===== config.mk =====
export PLATFORM = sky130hd
export DESIGN_NAME = pmbc_ctrl
export DESIGN_NICKNAME = d
export VERILOG_FILES = /design/src/design/pmbc_pkg.sv /design/src/design/pmbc_ctrl.sv
export SDC_FILE = /design/constraint.sdc
export NUM_CORES = 1
export LEC_CHECK = 0
export CAP_MARGIN = 20
export CORE_ASPECT_RATIO = 1.5
export CORE_UTILIZATION = 52
export CTS_CLUSTER_DIAMETER = 60
export DETAILED_ROUTE_END_ITERATION = 12
export DONT_BUFFER_PORTS = 1
export GPL_ROUTABILITY_DRIVEN = 0
export GPL_TIMING_DRIVEN = 0
export PLACE_DENSITY = 0.64
export SLEW_MARGIN = 0
export SYNTH_ARGS = -nofsm -noshare
export SYNTH_HDL_FRONTEND = slang
export SYNTH_SLANG_ARGS = --single-unit

===== constraint.sdc =====
create_clock -name CORE_CLK -period 2.3 [get_ports CORE_CLK]
set_input_delay 0.115 -clock CORE_CLK [delete_from_list [all_inputs] [get_ports CORE_CLK]]
set_output_delay 0.115 -clock CORE_CLK [all_outputs]
set_load 0.02 [all_outputs]

===== src/design/pmbc_pkg.sv =====
// Package for the power mode and brown-out controller.
// Assumes a single 25 MHz core clock domain.
package pmbc_pkg;
   // Register byte addresses (word aligned, word index in address[4:2])
   localparam logic [4:0] ADDR_MODE  = 5'h00;
   localparam logic [4:0] ADDR_FLAGS = 5'h04;
   localparam logic [4:0] ADDR_BOD   = 5'h08;
   localparam logic [4:0] ADDR_WAKE  = 5'h0C;
   localparam logic [4:0] ADDR_STAT  = 5'h10;
   // Mode register fields
   localparam int MODE_IDLE  = 0;
   localparam int MODE_PD    = 1;
   localparam int MODE_DIV_L = 2;
   localparam int MODE_OSC_L = 5;
   // Flag register fields
   localparam int FLG_WDT  = 0;
   localparam int FLG_FIX  = 1;
   localparam int FLG_SEL  = 2;
   // Brown-out control fields
   localparam int BOD_FIX_RE = 1;
   localparam int BOD_SEL_EN = 2;
   localparam int BOD_SEL_RE = 3;
   localparam int BOD_THR_L  = 4;
   localparam int BOD_ALIVE  = 8;
   localparam int BOD_SFIE   = 9;
   localparam int BOD_FIXIE  = 10;
   localparam int BOD_SELIE  = 11;
   // Wake control fields
   localparam int WK_EXT_L  = 0;
   localparam int WK_KBD    = 4;
   localparam int WK_WDTEN  = 5;
   localparam int WK_NSW    = 6;
   localparam int WK_WDTRE  = 7;
   localparam int WK_POL_L  = 8;
   // Reset values
   localparam logic [11:0] BOD_RST  = 12'h000;
   localparam logic [11:0] WAKE_RST = 12'h000;
   localparam logic [6:0]  MODE_RST = 7'h00;
   // Low-speed RC source code in the oscillator select field
   localparam logic [1:0]  OSC_LOW_RC = 2'h1;
   // Timing
   localparam int CLK_HZ        = 25_000_000;
   localparam int WAKE_TMO_DEF  = 1024;
   // Threshold codes, in tenths of a volt
   localparam logic [5:0] THR_2V0 = 6'h14;
   localparam logic [5:0] THR_2V4 = 6'h18;
   localparam logic [5:0] THR_3V7 = 6'h25;
   localparam logic [5:0] THR_4V2 = 6'h2A;
   localparam logic [5:0] THR_FIX = 6'h16;
   typedef enum logic [1:0] {
      ST_RUN  = 2'b00,
      ST_IDLE = 2'b01,
      ST_PD   = 2'b11,
      ST_WAKE = 2'b10
   } pmbc_state_t;
endpackage


===== src/design/pmbc_ctrl.sv =====
// Power mode and brown-out controller: flags, resets, idle, power-down, wake timer.
// Assumes analog detectors give supply level in tenths of a volt, synchronous.
`timescale 1ns/1ns
module pmbc_ctrl
   import pmbc_pkg::*;
#(
   parameter int WAKE_TMO = WAKE_TMO_DEF
)(
   // Clock and reset
   input  wire logic        CORE_CLK,
   input  wire logic        RST,
   // Avalon-MM slave
   input  wire logic [4:0]  AVS_ADDRESS,
   input  wire logic        AVS_READ,
   input  wire logic        AVS_WRITE,
   input  wire logic [31:0] AVS_WRITEDATA,
   input  wire logic [3:0]  AVS_BYTEENABLE,
   output logic      [31:0] AVS_READDATA,
   output logic             AVS_WAITREQUEST,
   // Supply level and events
   input  wire logic [5:0]  VDD_LEVEL,
   input  wire logic [3:0]  EXT_IRQ,
   input  wire logic [3:0]  EXT_IRQ_EDGE,
   input  wire logic        KEYPAD_MATCH,
   input  wire logic        RESET_PIN,
   input  wire logic        WDT_OVERFLOW,
   input  wire logic        CPU_IRQ_PENDING,
   // Controls to the core
   output logic             CPU_CLK_EN,
   output logic             OSC_EN,
   output logic             FLASH_PWR_EN,
   output logic             SLOW_MODE,
   output logic             SUBCLK_MODE,
   output logic [2:0]       SYSCLK_DIV_SEL,
   output logic [1:0]       OSC_SOURCE_SEL,
   output logic             WDT_RUN,
   output logic             SYS_FLAG_IRQ,
   output logic             SYS_RESET
);

////////////////////////////////////////////////////////////////////////////////
   localparam int CNT_W = $clog2(WAKE_TMO + 1);
   localparam logic [CNT_W-1:0] CNT_FULL = CNT_W'(WAKE_TMO - 1);

   pmbc_state_t      state_r, state_nxt;
   logic [CNT_W-1:0] cnt_r, cnt_nxt;
   logic [6:0]       mode_r, mode_nxt;
   logic [2:0]       flag_r, flag_nxt;
   logic [11:0]      bod_r, bod_nxt;
   logic [11:0]      wake_r, wake_nxt;
   logic [31:0]      rdata_r, rdata_nxt;
   logic             rst_r, rst_nxt;
   logic             rpin_r, rpin_nxt;
   logic             ack_r, ack_nxt;

   logic [5:0] thr;
   logic       fix_evt, sel_evt, sel_live, wd_run;
   logic       irq_wake, rst_wake, wake_any, reset_req;
   logic [3:0] ext_lvl;
   logic       wr, rd;

   assign wr = AVS_WRITE && !ack_r;
   assign rd = AVS_READ && !ack_r;

   always_comb begin
      case (bod_r[BOD_THR_L +: 2])
         2'b00:   thr = THR_2V0;
         2'b01:   thr = THR_2V4;
         2'b10:   thr = THR_3V7;
         default: thr = THR_4V2;
      endcase
   end

   // Selectable detector is powered in run/idle when enabled, in power-down only if alive
   assign sel_live = bod_r[BOD_SEL_EN] &&
                     ((state_r != ST_PD) || bod_r[BOD_ALIVE]);
   assign fix_evt  = (state_r != ST_PD) && (VDD_LEVEL <= THR_FIX);
   assign sel_evt  = sel_live && (VDD_LEVEL <= thr);
   assign wd_run   = wake_r[WK_WDTEN] &&
                     ((state_r != ST_PD) || wake_r[WK_NSW]);

   // Edge-configured inputs act as levels of chosen polarity in power-down
   assign ext_lvl  = (EXT_IRQ ~^ wake_r[WK_POL_L +: 4]) & wake_r[WK_EXT_L +: 4];

   always_comb begin
      irq_wake = |ext_lvl
              || (KEYPAD_MATCH && wake_r[WK_KBD])
              || (sel_evt && bod_r[BOD_SELIE] && bod_r[BOD_SFIE])
              || (WDT_OVERFLOW && wd_run && !wake_r[WK_WDTRE]);
      rst_wake = (sel_evt && bod_r[BOD_SEL_RE])
              || (WDT_OVERFLOW && wd_run && wake_r[WK_WDTRE]);
      wake_any = irq_wake || rst_wake || (RESET_PIN && !rpin_r);
   end

   assign reset_req = (fix_evt && bod_r[BOD_FIX_RE])
                   || (sel_evt && bod_r[BOD_SEL_RE])
                   || (WDT_OVERFLOW && wd_run && wake_r[WK_WDTRE]);

////////////////////////////////////////////////////////////////////////////////
   // Power state machine
   always_comb begin
      state_nxt = state_r;
      cnt_nxt   = cnt_r;
      case (state_r)
         ST_RUN: begin
            if (mode_r[MODE_PD]) begin
               state_nxt = ST_PD;
            end else if (mode_r[MODE_IDLE]) begin
               state_nxt = ST_IDLE;
            end
         end
         ST_IDLE: begin
            if (CPU_IRQ_PENDING || reset_req || !mode_r[MODE_IDLE]) begin
               state_nxt = ST_RUN;
            end
         end
         ST_PD: begin
            if (wake_any) begin
               state_nxt = ST_WAKE;
               cnt_nxt   = '0;
            end
         end
         ST_WAKE: begin
            if (cnt_r == CNT_FULL) begin
               state_nxt = ST_RUN;
            end else begin
               cnt_nxt = cnt_r + CNT_W'(1);
            end
         end
         default: state_nxt = ST_RUN;
      endcase
   end

   always_ff @(posedge CORE_CLK or posedge RST) begin
      if (RST) begin
         state_r <= ST_RUN;
         cnt_r   <= '0;
      end else begin
         state_r <= state_nxt;
         cnt_r   <= cnt_nxt;
      end
   end

////////////////////////////////////////////////////////////////////////////////
   // Register file and flags
   always_comb begin
      mode_nxt  = mode_r;
      flag_nxt  = flag_r;
      bod_nxt   = bod_r;
      wake_nxt  = wake_r;
      rdata_nxt = rdata_r;
      ack_nxt   = (AVS_READ || AVS_WRITE) && !ack_r;
      rst_nxt   = reset_req;
      rpin_nxt  = RESET_PIN;
      if (wr && AVS_BYTEENABLE[0]) begin
         case (AVS_ADDRESS)
            ADDR_MODE:  mode_nxt = AVS_WRITEDATA[6:0];
            ADDR_FLAGS: flag_nxt = flag_r & ~AVS_WRITEDATA[2:0];
            ADDR_BOD:   bod_nxt[7:0] = AVS_WRITEDATA[7:0];
            ADDR_WAKE:  wake_nxt[7:0] = AVS_WRITEDATA[7:0];
            default: ;
         endcase
      end
      if (wr && AVS_BYTEENABLE[1]) begin
         case (AVS_ADDRESS)
            ADDR_BOD:  bod_nxt[11:8] = AVS_WRITEDATA[11:8];
            ADDR_WAKE: wake_nxt[11:8] = AVS_WRITEDATA[11:8];
            default: ;
         endcase
      end
      // Hardware set wins over software clear
      if (fix_evt) begin
         flag_nxt[FLG_FIX] = 1'b1;
      end
      if (sel_evt) begin
         flag_nxt[FLG_SEL] = 1'b1;
      end
      if (WDT_OVERFLOW && wd_run) begin
         flag_nxt[FLG_WDT] = 1'b1;
      end
      if (state_r == ST_IDLE && state_nxt == ST_RUN) begin
         mode_nxt[MODE_IDLE] = 1'b0;
      end
      if (state_r == ST_WAKE && state_nxt == ST_RUN) begin
         mode_nxt[MODE_PD] = 1'b0;
      end
      if (rd) begin
         case (AVS_ADDRESS)
            ADDR_MODE:  rdata_nxt = {25'h0, mode_r};
            ADDR_FLAGS: rdata_nxt = {29'h0, flag_r};
            ADDR_BOD:   rdata_nxt = {20'h0, bod_r};
            ADDR_WAKE:  rdata_nxt = {20'h0, wake_r};
            ADDR_STAT:  rdata_nxt = {30'h0, state_r};
            default:    rdata_nxt = 32'h0;
         endcase
      end
   end

   always_ff @(posedge CORE_CLK or posedge RST) begin
      if (RST) begin
         mode_r  <= MODE_RST;
         flag_r  <= 3'h0;
         bod_r   <= BOD_RST;
         wake_r  <= WAKE_RST;
         rdata_r <= 32'h0;
         ack_r   <= 1'b0;
         rst_r   <= 1'b0;
         rpin_r  <= 1'b0;
      end else begin
         mode_r  <= mode_nxt;
         flag_r  <= flag_nxt;
         bod_r   <= bod_nxt;
         wake_r  <= wake_nxt;
         rdata_r <= rdata_nxt;
         ack_r   <= ack_nxt;
         rst_r   <= rst_nxt;
         rpin_r  <= rpin_nxt;
      end
   end

////////////////////////////////////////////////////////////////////////////////
   // Outputs
   assign AVS_READDATA    = rdata_r;
   assign AVS_WAITREQUEST = (AVS_READ || AVS_WRITE) && !ack_r;
   assign CPU_CLK_EN      = (state_r == ST_RUN);
   assign OSC_EN          = (state_r != ST_PD);
   assign FLASH_PWR_EN    = (state_r != ST_PD);
   assign SYSCLK_DIV_SEL  = mode_r[MODE_DIV_L +: 3];
   assign SLOW_MODE       = |mode_r[MODE_DIV_L +: 3];
   assign OSC_SOURCE_SEL  = mode_r[MODE_OSC_L +: 2];
   assign SUBCLK_MODE     = (mode_r[MODE_OSC_L +: 2] == OSC_LOW_RC);
   assign WDT_RUN         = wd_run;
   assign SYS_FLAG_IRQ    = bod_r[BOD_SFIE] &&
                            ((flag_r[FLG_FIX] && bod_r[BOD_FIXIE]) ||
                             (flag_r[FLG_SEL] && bod_r[BOD_SELIE]));
   assign SYS_RESET       = rst_r;

////////////////////////////////////////////////////////////////////////////////
   // Checks
   a_clk_held_wake: assert property (@(posedge CORE_CLK) disable iff (RST)
      (state_r == ST_WAKE) |-> !CPU_CLK_EN) else $error("cpu clock during wake");
   a_pd_osc_off: assert property (@(posedge CORE_CLK) disable iff (RST)
      (state_r == ST_PD) |-> (!OSC_EN && !FLASH_PWR_EN)) else $error("osc on in pd");
   a_pd_stays: assert property (@(posedge CORE_CLK) disable iff (RST)
      (state_r == ST_PD && !wake_any) |=> (state_r == ST_PD))
      else $error("pd left without wake");
   a_pd_wakes: assert property (@(posedge CORE_CLK) disable iff (RST)
      (state_r == ST_PD && wake_any) |=> (state_r == ST_WAKE))
      else $error("wake ignored");
   a_flag_sticky: assert property (@(posedge CORE_CLK) disable iff (RST)
      sel_evt |=> flag_r[FLG_SEL]) else $error("selectable flag not set");
   a_fix_reset: assert property (@(posedge CORE_CLK) disable iff (RST)
      (fix_evt && bod_r[BOD_FIX_RE]) |=> (SYS_RESET && flag_r[FLG_FIX]))
      else $error("fixed reset missing");
   a_flag_clear: assert property (@(posedge CORE_CLK) disable iff (RST)
      (wr && AVS_BYTEENABLE[0] && AVS_ADDRESS == ADDR_FLAGS && AVS_WRITEDATA[FLG_FIX]
       && !fix_evt) |=> !flag_r[FLG_FIX]) else $error("flag not cleared");
   a_slow_mode: assert property (@(posedge CORE_CLK) disable iff (RST)
      SLOW_MODE == (SYSCLK_DIV_SEL != 3'h0)) else $error("slow mode mismatch");
   a_idle_clear: assert property (@(posedge CORE_CLK) disable iff (RST)
      (state_r == ST_IDLE && CPU_IRQ_PENDING) |=> (state_r == ST_RUN && !mode_r[MODE_IDLE]))
      else $error("idle not ended");
   a_wake_len: assert property (@(posedge CORE_CLK) disable iff (RST)
      (state_r == ST_WAKE && cnt_r != CNT_FULL) |=> (state_r == ST_WAKE && !CPU_CLK_EN))
      else $error("wake too short");

endmodule // pmbc_ctrl


### Yosys cells after proc, flatten, opt, wreduce, memory -nomap -nowiden

Cells that the tools add are included.

* bitwise logic cells: 4
* multiplexer cells: 20
* reductions and logical operators: 69
* add/subtract/negate cells: 1
* magnitude comparators: 2
* equality and inequality tests: 14

Operators by type and width (count)
* 12-bit case mux with 5 select lines: 1
* 1-bit logical AND: 23
* 11-bit two-way mux: 2
* 11-bit case mux with 2 select lines: 1
* 2-bit nonzero test: 11
* 2-bit AND reduction: 10
* 6-bit case mux with 3 select lines: 1
* 1-bit logical OR: 14
* 2-bit two-way mux: 7
* 11-bit by 1-bit adder with 11-bit output, second input constant: 1
* 11-bit by 10-bit == test with 1-bit output, second input constant: 1
* 5-bit by 4-bit == test with 1-bit output, second input constant: 2
* 2-bit case mux with 4 select lines: 1
* 2-bit by 1-bit == test with 1-bit output, second input constant: 3
* 2-bit == test, second input constant: 3
* 6-bit by 5-bit <= comparator with 1-bit output, second input constant: 1
* 6-bit <= comparator: 1
* 2-bit logical NOT: 3
* 3-bit two-way mux: 2
* 2-bit != test, second input constant: 3
* 5-bit by 3-bit == test with 1-bit output, second input constant: 1
* 5-bit == test, second input constant: 1
* 5-bit logical NOT: 1
* 1-bit two-way mux: 5
* other kinds (8): 11

* output and inout bits: 46
* register bits: 82
* logic and storage cells: 126
* bits of input ports: 63

### Logic depth before layout (Yosys ltp)

Gate-level depths: netlist (run 1).

* word-level depth: 16
* depth in mapped cells: 10
* gate-level depth less buffers: 9

### Worst setup path before layout (run 1)

OpenSTA, ideal clock, no wires.

* kind: flip-flop to flip-flop
* start point: register bod_r[4]
* end point: register cnt_r[7]
* clock period less this slack: 2.153 ns
* slack: 0.147 ns
* path buffers: 2
* library setup time: 0.124 ns
* cell stages (with the launch flop): 10
* data required time: 2.176 ns
* data arrival time: 2.029 ns
* cell sequence: dfrtp_1 > clkbuf_1 > ha_1 > and4_1 > nand3_1 > a211oi_2 > a21oi_2 > or2_1 > buf_6 > a211o_1

* word-level cells in the longest chain between the ends: 12
* elaborated cells on any way between the ends: 16
* classes of those cells: order compare: 1; eq/ne: 3; mux: 1; reduce/logical: 11

Ends and longest elaborated chain
* start: declaration: line pmbc_ctrl.sv:49 `logic [11:0] bod_r, bod_nxt;`
* start signal: assignment: line pmbc_ctrl.sv:212 `bod_r <= bod_nxt;`
* 2-bit == test (tied with other cells): line pmbc_ctrl.sv:66 `case (bod_r[BOD_THR_L +: 2])`
* 6-bit case mux with 3 select lines (*): line pmbc_ctrl.sv:66
* 6-bit <= comparator (*): line pmbc_ctrl.sv:78 `assign sel_evt = sel_live && (VDD_LEVEL <= thr);`
* 1-bit logical AND (*): line pmbc_ctrl.sv:78
* 1-bit logical AND (2 in a row): line pmbc_ctrl.sv:88 `|| (sel_evt && bod_r[BOD_SELIE] && bod_r[BOD_SFIE])`
* 1-bit logical OR: line pmbc_ctrl.sv:88
* 1-bit logical OR: line pmbc_ctrl.sv:89 `|| (WDT_OVERFLOW && wd_run && !wake_r[WK_WDTRE]);`
* 1-bit logical OR (*) (2 in a row): line pmbc_ctrl.sv:92 `wake_any = irq_wake || rst_wake || (RESET_PIN && !rpin_r);`
* 2-bit != test (no line) (*)
* 3-bit AND reduction (no line) (*)
* end signal: assignment: line pmbc_ctrl.sv:140 `cnt_r <= cnt_nxt;`
* end: declaration: line pmbc_ctrl.sv:46 `logic [CNT_W-1:0] cnt_r, cnt_nxt;`

Mark *: on every way between the ends. The rest lies on a longest branch, timed or not.
A chain may end at the register's enable or synchronous reset.

### Final worst setup path (run 1)

* start point: register bod_r[4]
* end point: register cnt_r[8]

Same word-level chain as after synthesis.

==> results of run 1 <==
==> layout make-up <==
cell class	instances	area [um2]
Clock inverter	6	86.3
Timing Repair Buffer	22	215
Multi-Input combinational cell	237	1640
Tap cell	74	92.6
Inverter	9	33.8
Fill cell	555	2190
Sequential cell	62	1550
Buffer	43	282
Clock buffer	10	128
==> layout by cell type, fill, tap and decap left out, types with 4 or more instances in the layout <==
cell and count:
clkbuf_1 9, nand2_1 40, clkbuf_8 9, ha_1 5
a222oi_1 5, conb_1 20, dfrtp_1 62, nand3_1 8
o21ai_0 21, nor2b_1 7, buf_2 6, a211o_1 4
a21oi_1 7, and3_1 4, nor2_1 15, a22oi_1 7
buf_4 32, dlygate4sd3_1 15, inv_1 8, xnor2_1 4
nor4_1 5, mux2_2 27
==> cells by family (layout without fill, tap and decap cells) <==
group                      count (synthesis)  in the layout
and+or+nand+nor                          108            108
muxes                                     27             27
adders and majority gates                  7              7
buffers and inverters                     52             90
AOI/OAI and AO/OA                         71             71
other                                      1             20
DFF                                       62             62
xor gates and xnor gates                   4              4
==> path summary, 6_finish.rpt <==
path	slack [ns]	depth (start not counted)	to	startpoint
worst max register to register	0.07	10	cnt_r[8]$_DFFE_PP0P_	bod_r[4]$_DFFE_PP0P_
worst min register to register	0.50	2	flag_r[0]$_DFFE_PP0P_	flag_r[0]$_DFFE_PP0P_
max in group asynchronous	1.34	3	flag_r[1]$_DFFE_PP0P_	RST
min in group asynchronous	0.35	2	ack_r$_DFF_PP0_	RST
worst max-delay path	0.07	10	cnt_r[8]$_DFFE_PP0P_	bod_r[4]$_DFFE_PP0P_
worst min-delay path	0.02	2	ack_r$_DFF_PP0_	AVS_WRITE
==> state kept, by name (all words and copies together) (netlist names) <==
register / flops
cnt_r: 11
wake_r: 12
rpin_r: 1
ack_r: 1
SYS_RESET: 1
state_r: 2
AVS_READDATA: 12
mode_r: 7
flag_r: 3
bod_r: 12
==> stage by stage <==
stage	cells	setup TNS, ns	setup slack [ns]	utilization [%]
2_1_floorplan	351	0	0.147	-
3_3_place_gp	425	-7.82	-0.127	56.9
3_5_place_dp	426	-0.399	-0.115	57.3
4_1_cts	462	0	0.000904	64.5
5_1_grt	463	-0.261	-0.0951	64.8
6_report	463	0	0.0710	64.8
==> what timing repair did <==
action | CTS | global route
buffers inserted | 5 | 1
gates resized for setup | 8 | 2
pin swaps | 5 | 10
hold endpoints to repair | 64 | 0
hold buffers | 15 | 0
setup endpoints to repair | 8 | 7
==> report_power, final <==
| group | leakage [nW] | switching [mW] | internal (mW) |
|---|---|---|---|
| registers | 0.801 | 0.161 | 1.26 |
| clock network | 0.106 | 0.429 | 0.608 |
| logic | 0.955 | 0.580 | 0.461 |
==> metal layers <==
metal | vias to the layer above | wire (um) | share of wire [%]
li1 | 1250 | - | -
met1 | 1272 | 3080 | 36
met2 | 76 | 4620 | 54
met3 | 15 | 555 | 6.5
met4 | 0 | 243 | 2.9
met5 | - | 0 | 0
==> worst max-delay path, delay by kind of cell (launching register included) <==
family / cells / cell delay, ns
buffers and inverters: 2 / 0.30
AOI/OAI and AO/OA: 4 / 0.72
and+or+nand+nor: 3 / 0.48
DFF: 1 / 0.39
adders and majority gates: 1 / 0.21
==> impl_metrics.tcl, run 1 <==
set metrics [dict create \
    slowest_stage "dfrtp_1" \
    die_h_um 101 \
    avgRoutedWirePerCell_um 18.3 \
    ys_seq_elements 62 \
    synth_area_leaders "dfrtp_1 46%, mux2_2 9.0%, buf_4 5.8%" \
    cts.sinks 62 \
    p_leak_nw 1.86 \
    post-dp-hpwl_um 5990 \
    synth_edf_count 0 \
    ys_warn_count 0 \
    period_needed_ns 2.23 \
    synth.avg_cell_area_um2 10.2 \
    cpPeakStageDelay_ns 0.39 \
    relSlewSlack_pct 52.1 \
    fin_hold_ws_ns 0.0227 \
    grt_usage_pct 27.0 \
    tightest_slew_ns 0.718 \
    hp-class "in -> reg" \
    setup_violations 0 \
    drtAntennaViolNets 0 \
    drive_above_1_share_pct 25.2 \
    die_w_um 67.8 \
    synthFlopType "dfrtp_1" \
    netlist_area_um2 3380 \
    clockBufferDepth 2 \
    synthXorXnorAreaFrac_pct 1.04 \
    path_class "reg -> reg" \
    start_util_pct 54.3 \
    status "finished, final reports clean" \
    synthMuxAreaShare_pct 9.00 \
    synthCells 332 \
    drc 0 \
    synth_adder_area_share_pct 2.59 \
    num_vias 2613 \
    yosys.cell_types.count 56 \
    wl_um 8490 \
    antenna_found_initial 0 \
    cp-end-kind "register" \
    core_um2 6220 \
    yosysSeqAreaShare_pct 45.9 \
    clk_latency_ns 0.35 \
    synthSimpleGateAreaFrac_pct 16.8 \
    final_area_um2 4030 \
    use_met1_pct 27.6 \
    grt-ovfl-total 0 \
    grt_use_met2_pct 48.4 \
    grt_busiest_layer "met2" \
    area_delta_synth_final_pct 19.3 \
    drt_iter0_markers 147 \
    min_period_over_period_pct 96.9 \
    io_pins 109 \
    synth.most_common_cell "dfrtp_1" \
    placed_cell_area_um2 3560 \
    synth_top_family_by_area "simple AND/OR/NAND/NOR gates" \
    antenna_cells_inserted 0 \
    htree_levels 3 \
    required_ns 2.53 \
    grt_use_met3_pct 5.20 \
    vias_per_cell 5.64 \
    numCtsBuffers 9 \
    yosysTopAreaCell "dfrtp_1" \
    powerDensity_nw_per_um2 867 \
    cp_cell_sequence "buf_4 -> nand2_1 -> ha_4 -> nor2b_1 -> o21a_1 -> o21ai_2 -> a21oi_4 -> or2_1 -> buf_6 -> a211o_1" \
    fmaxAchievable_ghz 0.449 \
    ys_async_sr_fraction_pct 100 \
    max_cap_violations 0 \
    grt_pass1_vias 2694 \
    crit_path_max_fanout 8 \
    grt_max_degree 34 \
    finalClockSkew_ns 0.00818 \
    die_area_um2 6830 \
    cts_root_buf "clkbuf_8" \
    port_buffers 0 \
    finalMaxSlewViolations 0 \
    synthTopCellsByCount "62 x dfrtp_1, 40 x nand2_1, 27 x mux2_2, 26 x buf_4, 22 x o21ai_0" \
    p_total_mw 3.49 \
    fin_nets 454 \
    startpoint_type "register" \
    worstPathArrival_ns 2.45 \
    tritoncts "yes" \
    yosysTopAreaCellShare_pct 45.9 \
    ir_drop_uv 610 \
    path_clk_slew_ns 0.07 \
    rows 35 \
    final-hold-violation-count 0 \
    grt_first_pass_wirelength_um 13000 \
    synth_compound_area_share_pct 15.2 \
    firstDrtPassIters 4 \
]
(Power assumes the default switching activity.)
==> run 2, diff against run 1 <==
--- a/config.mk
+++ b/config.mk
@@ -5,15 +5,15 @@
 export SDC_FILE = /design/constraint.sdc
 export NUM_CORES = 1
 export LEC_CHECK = 0
+export BUFFER_PORTS_ARGS = -buffer_cell sky130_fd_sc_hd__clkbuf_2
 export CAP_MARGIN = 20
 export CORE_ASPECT_RATIO = 1.5
-export CORE_UTILIZATION = 52
+export CORE_UTILIZATION = 51
 export CTS_CLUSTER_DIAMETER = 60
 export DETAILED_ROUTE_END_ITERATION = 12
-export DONT_BUFFER_PORTS = 1
 export GPL_ROUTABILITY_DRIVEN = 0
 export GPL_TIMING_DRIVEN = 0
-export PLACE_DENSITY = 0.64
+export PLACE_DENSITY = 0.77
 export SLEW_MARGIN = 0
 export SYNTH_ARGS = -nofsm -noshare
 export SYNTH_HDL_FRONTEND = slang
==> run 2 against run 1 <==
Compared with the run above:
- setup slack got worse by 0.0066 ns
- via count rose by 7.7%
- combinational power grew 5%
- cell area grew 4.8%
- register-to-register slack hardly changed
- hold slack improved by 0.0018 ns
- critical path type unchanged
- largest power group unchanged
- highest routed layer unchanged
==> impl_metrics.tcl, run 2 (synthesis results as in run 1) <==
set metrics [dict create \
    status "finished, final reports clean" \
    num_vias 2815 \
    io_pins 109 \
    drtAntennaViolNets 0 \
    drc 0 \
    numCtsBuffers 9 \
    setup_violations 0 \
    avgRoutedWirePerCell_um 15.8 \
    grt_pass1_vias 2740 \
    hp-class "in -> reg" \
    tritoncts "yes" \
    vias_per_cell 5.49 \
    drt_iter0_markers 181 \
    reg2reg_slack_ns 0.06 \
    tns_ns 0 \
    grt_max_degree 38 \
    firstDrtPassIters 5 \
    crit_path_max_fanout 5 \
    core_um2 6440 \
    tightest_slew_ns 0.799 \
    rr_worst_depth 9 \
    slowest_stage "dfrtp_1" \
    max_cap_violations 0 \
    fmaxAchievable_ghz 0.447 \
    clockPowerShare_pct 32.1 \
    antenna_cells_inserted 0 \
    min_from "AVS_WRITEDATA[7]" \
    clockBufferDepth 2 \
    place_inst 490 \
    start_util_pct 52.4 \
    antenna_found_initial 0 \
    fill_cells 530 \
    seq_power_share_pct 38.3 \
    fin_nets 502 \
    die_w_um 68.4 \
    layout_common_cells "62 x dfrtp_1, 62 x clkbuf_2, 40 x nand2_1, 30 x buf_4, 27 x mux2_2" \
    rsz0062_at_grt "yes" \
    powerDensity_nw_per_um2 872 \
    path_class "reg -> reg" \
    die_h_um 102 \
    finalMaxSlewViolations 0 \
    cpPeakStageDelay_ns 0.40 \
    grt-ovfl-total 0 \
    htree_levels 3 \
    rows 36 \
    startpoint_type "register" \
    wl_um 8100 \
    hold_depth 2 \
    clk_latency_ns 0.34 \
    die_area_um2 6960 \
    p_sw_mw 1.18 \
    r2r-start "bod_r[5]$_DFFE_PP0P_" \
    area_delta_synth_final_pct 25.1 \
    reg2reg_to "cnt_r[8]$_DFFE_PP0P_" \
    worstPathArrival_ns 2.46 \
    finalNonFillerCells 513 \
    final-hold-violation-count 0 \
    cp-end-kind "register" \
    p_leak_nw 2.08 \
    holdPathEnd "wake_r[7]$_DFFE_PP0P_" \
    drive_above_1_share_pct 36.6 \
    path_clk_slew_ns 0.07 \
    cts.sinks 62 \
    cp_cell_sequence "clkbuf_1 -> ha_1 -> and4_4 -> nand3_4 -> a211oi_2 -> a21oi_2 -> or2_4 -> buf_6 -> a211o_1" \
    p_int_mw 2.50 \
    p_comb_share_pct 29.6 \
    required_ns 2.52 \
    period_needed_ns 2.24 \
    post-dp-hpwl_um 5910 \
    ir_drop_uv 477 \
    switching_share_pct 32.1 \
    cts_root_buf "clkbuf_8" \
    port_buffers 62 \
    grt_usage_pct 24.9 \
    finalClockSkew_ns 0.00768 \
    min_period_over_period_pct 97.2 \
    relSlewSlack_pct 46.6 \
    grt_first_pass_wirelength_um 12400 \
]
-- run 2: changes by cell type in the layout (fill, tap and decap cells not counted), sizes merged --
cell,change
buf,-1
bufinv,+1
clkbuf,+63
clkinv,-2
dlygate4sd3,-13
-- run 2: critical path, delay by kind of cell, from the launching register on --
| kind | cells | cell delay [ns] |
|---|---|---|
| adder cells (fa/ha/maj) | 1 | 0.29 |
| flip-flops | 1 | 0.40 |
| AND/OR/NAND/NOR | 3 | 0.58 |
| buffers and inverters | 2 | 0.24 |
| AO/OA/AOI/OAI | 3 | 0.61 |
-- run 2: area by class of cell --
cell class | instances | area (um2) | area share [%]
plain buffers | 43 | 282 | 6.66
clock buffers | 11 | 141 | 3.35
clock inverters | 5 | 106 | 2.52
inverters | 9 | 33.8 | 0.800
multi-input cells | 237 | 1630 | 38.6
flip-flops and latches | 62 | 1550 | 36.7
well taps | 76 | 95.1 | 2.25
repair buffers | 70 | 385 | 9.12
-- run 2: routing by layer --
| layer | routed length (um) | up-vias | share of wire [%] | global-route usage, % |
|---|---|---|---|---|
| met5 | 0 | - | 0 | 0 |
| met4 | 254 | 0 | 3.1 | 15.7 |
| met3 | 362 | 18 | 4.5 | 3.60 |
| met2 | 4330 | 88 | 53 | 42.7 |
| met1 | 3150 | 1366 | 39 | 27.8 |
| li1 | - | 1343 | - | - |
-- run 2: worst max-delay path by stage --
stage                                    start               endpoint  slack, ns  depth (start not counted)
after floorplan           bod_r[4]$_DFFE_PP0P_   cnt_r[7]$_DFFE_PP0P_       0.15                          9
after global placement                     RST  mode_r[4]$_DFFE_PP0P_      -0.09                          2
after global routing      bod_r[5]$_DFFE_PP0P_   cnt_r[8]$_DFFE_PP0P_     -0.008                          9
after CTS                 bod_r[5]$_DFFE_PP0P_   cnt_r[8]$_DFFE_PP0P_      0.005                          9
final                     bod_r[5]$_DFFE_PP0P_   cnt_r[8]$_DFFE_PP0P_       0.06                          9
after detailed placement  bod_r[4]$_DFFE_PP0P_   cnt_r[8]$_DFFE_PP0P_      -0.06                          9
-- run 2: power groups by stage --
stage          Combinational [mW]  Clock [mW]  Sequential (mW)
6_report                     1.09        1.18             1.41
5_1_grt                      1.21        1.23             1.43
4_1_cts                      1.05        1.20             1.41
3_3_place_gp                 1.00           0             1.42
3_5_place_dp                 1.03           0             1.43
2_1_floorplan               0.794           0             1.39
-- run 2: what timing repair did --
item                                    in CTS  in global routing
buffers inserted                             4                  0
hold buffers                                 2                  0
gates cloned                                 0                  1
endpoints found under the setup margin       5                 10
hold endpoints to repair                    37                  0
gates resized for setup                      2                  7
pin swaps                                    3                  4
-- run 2: through the flow --
stage / util (%) / total power, mW / instance area, um2 / worst slack (ns) / hold slack [ns]
2_1_floorplan: - / 2.18 / 3450 / 0.147 / 0.146
4_1_cts: 64.9 / 3.66 / 4180 / 0.00493 / 0.0185
6_report: 65.6 / 3.69 / 4220 / 0.0644 / 0.0245
3_5_place_dp: 60.1 / 2.46 / 3870 / -0.0645 / 0.239
3_3_place_gp: 59.8 / 2.42 / 3850 / -0.0858 / 0.240
5_1_grt: 65.6 / 3.87 / 4220 / -0.00843 / 0.0212
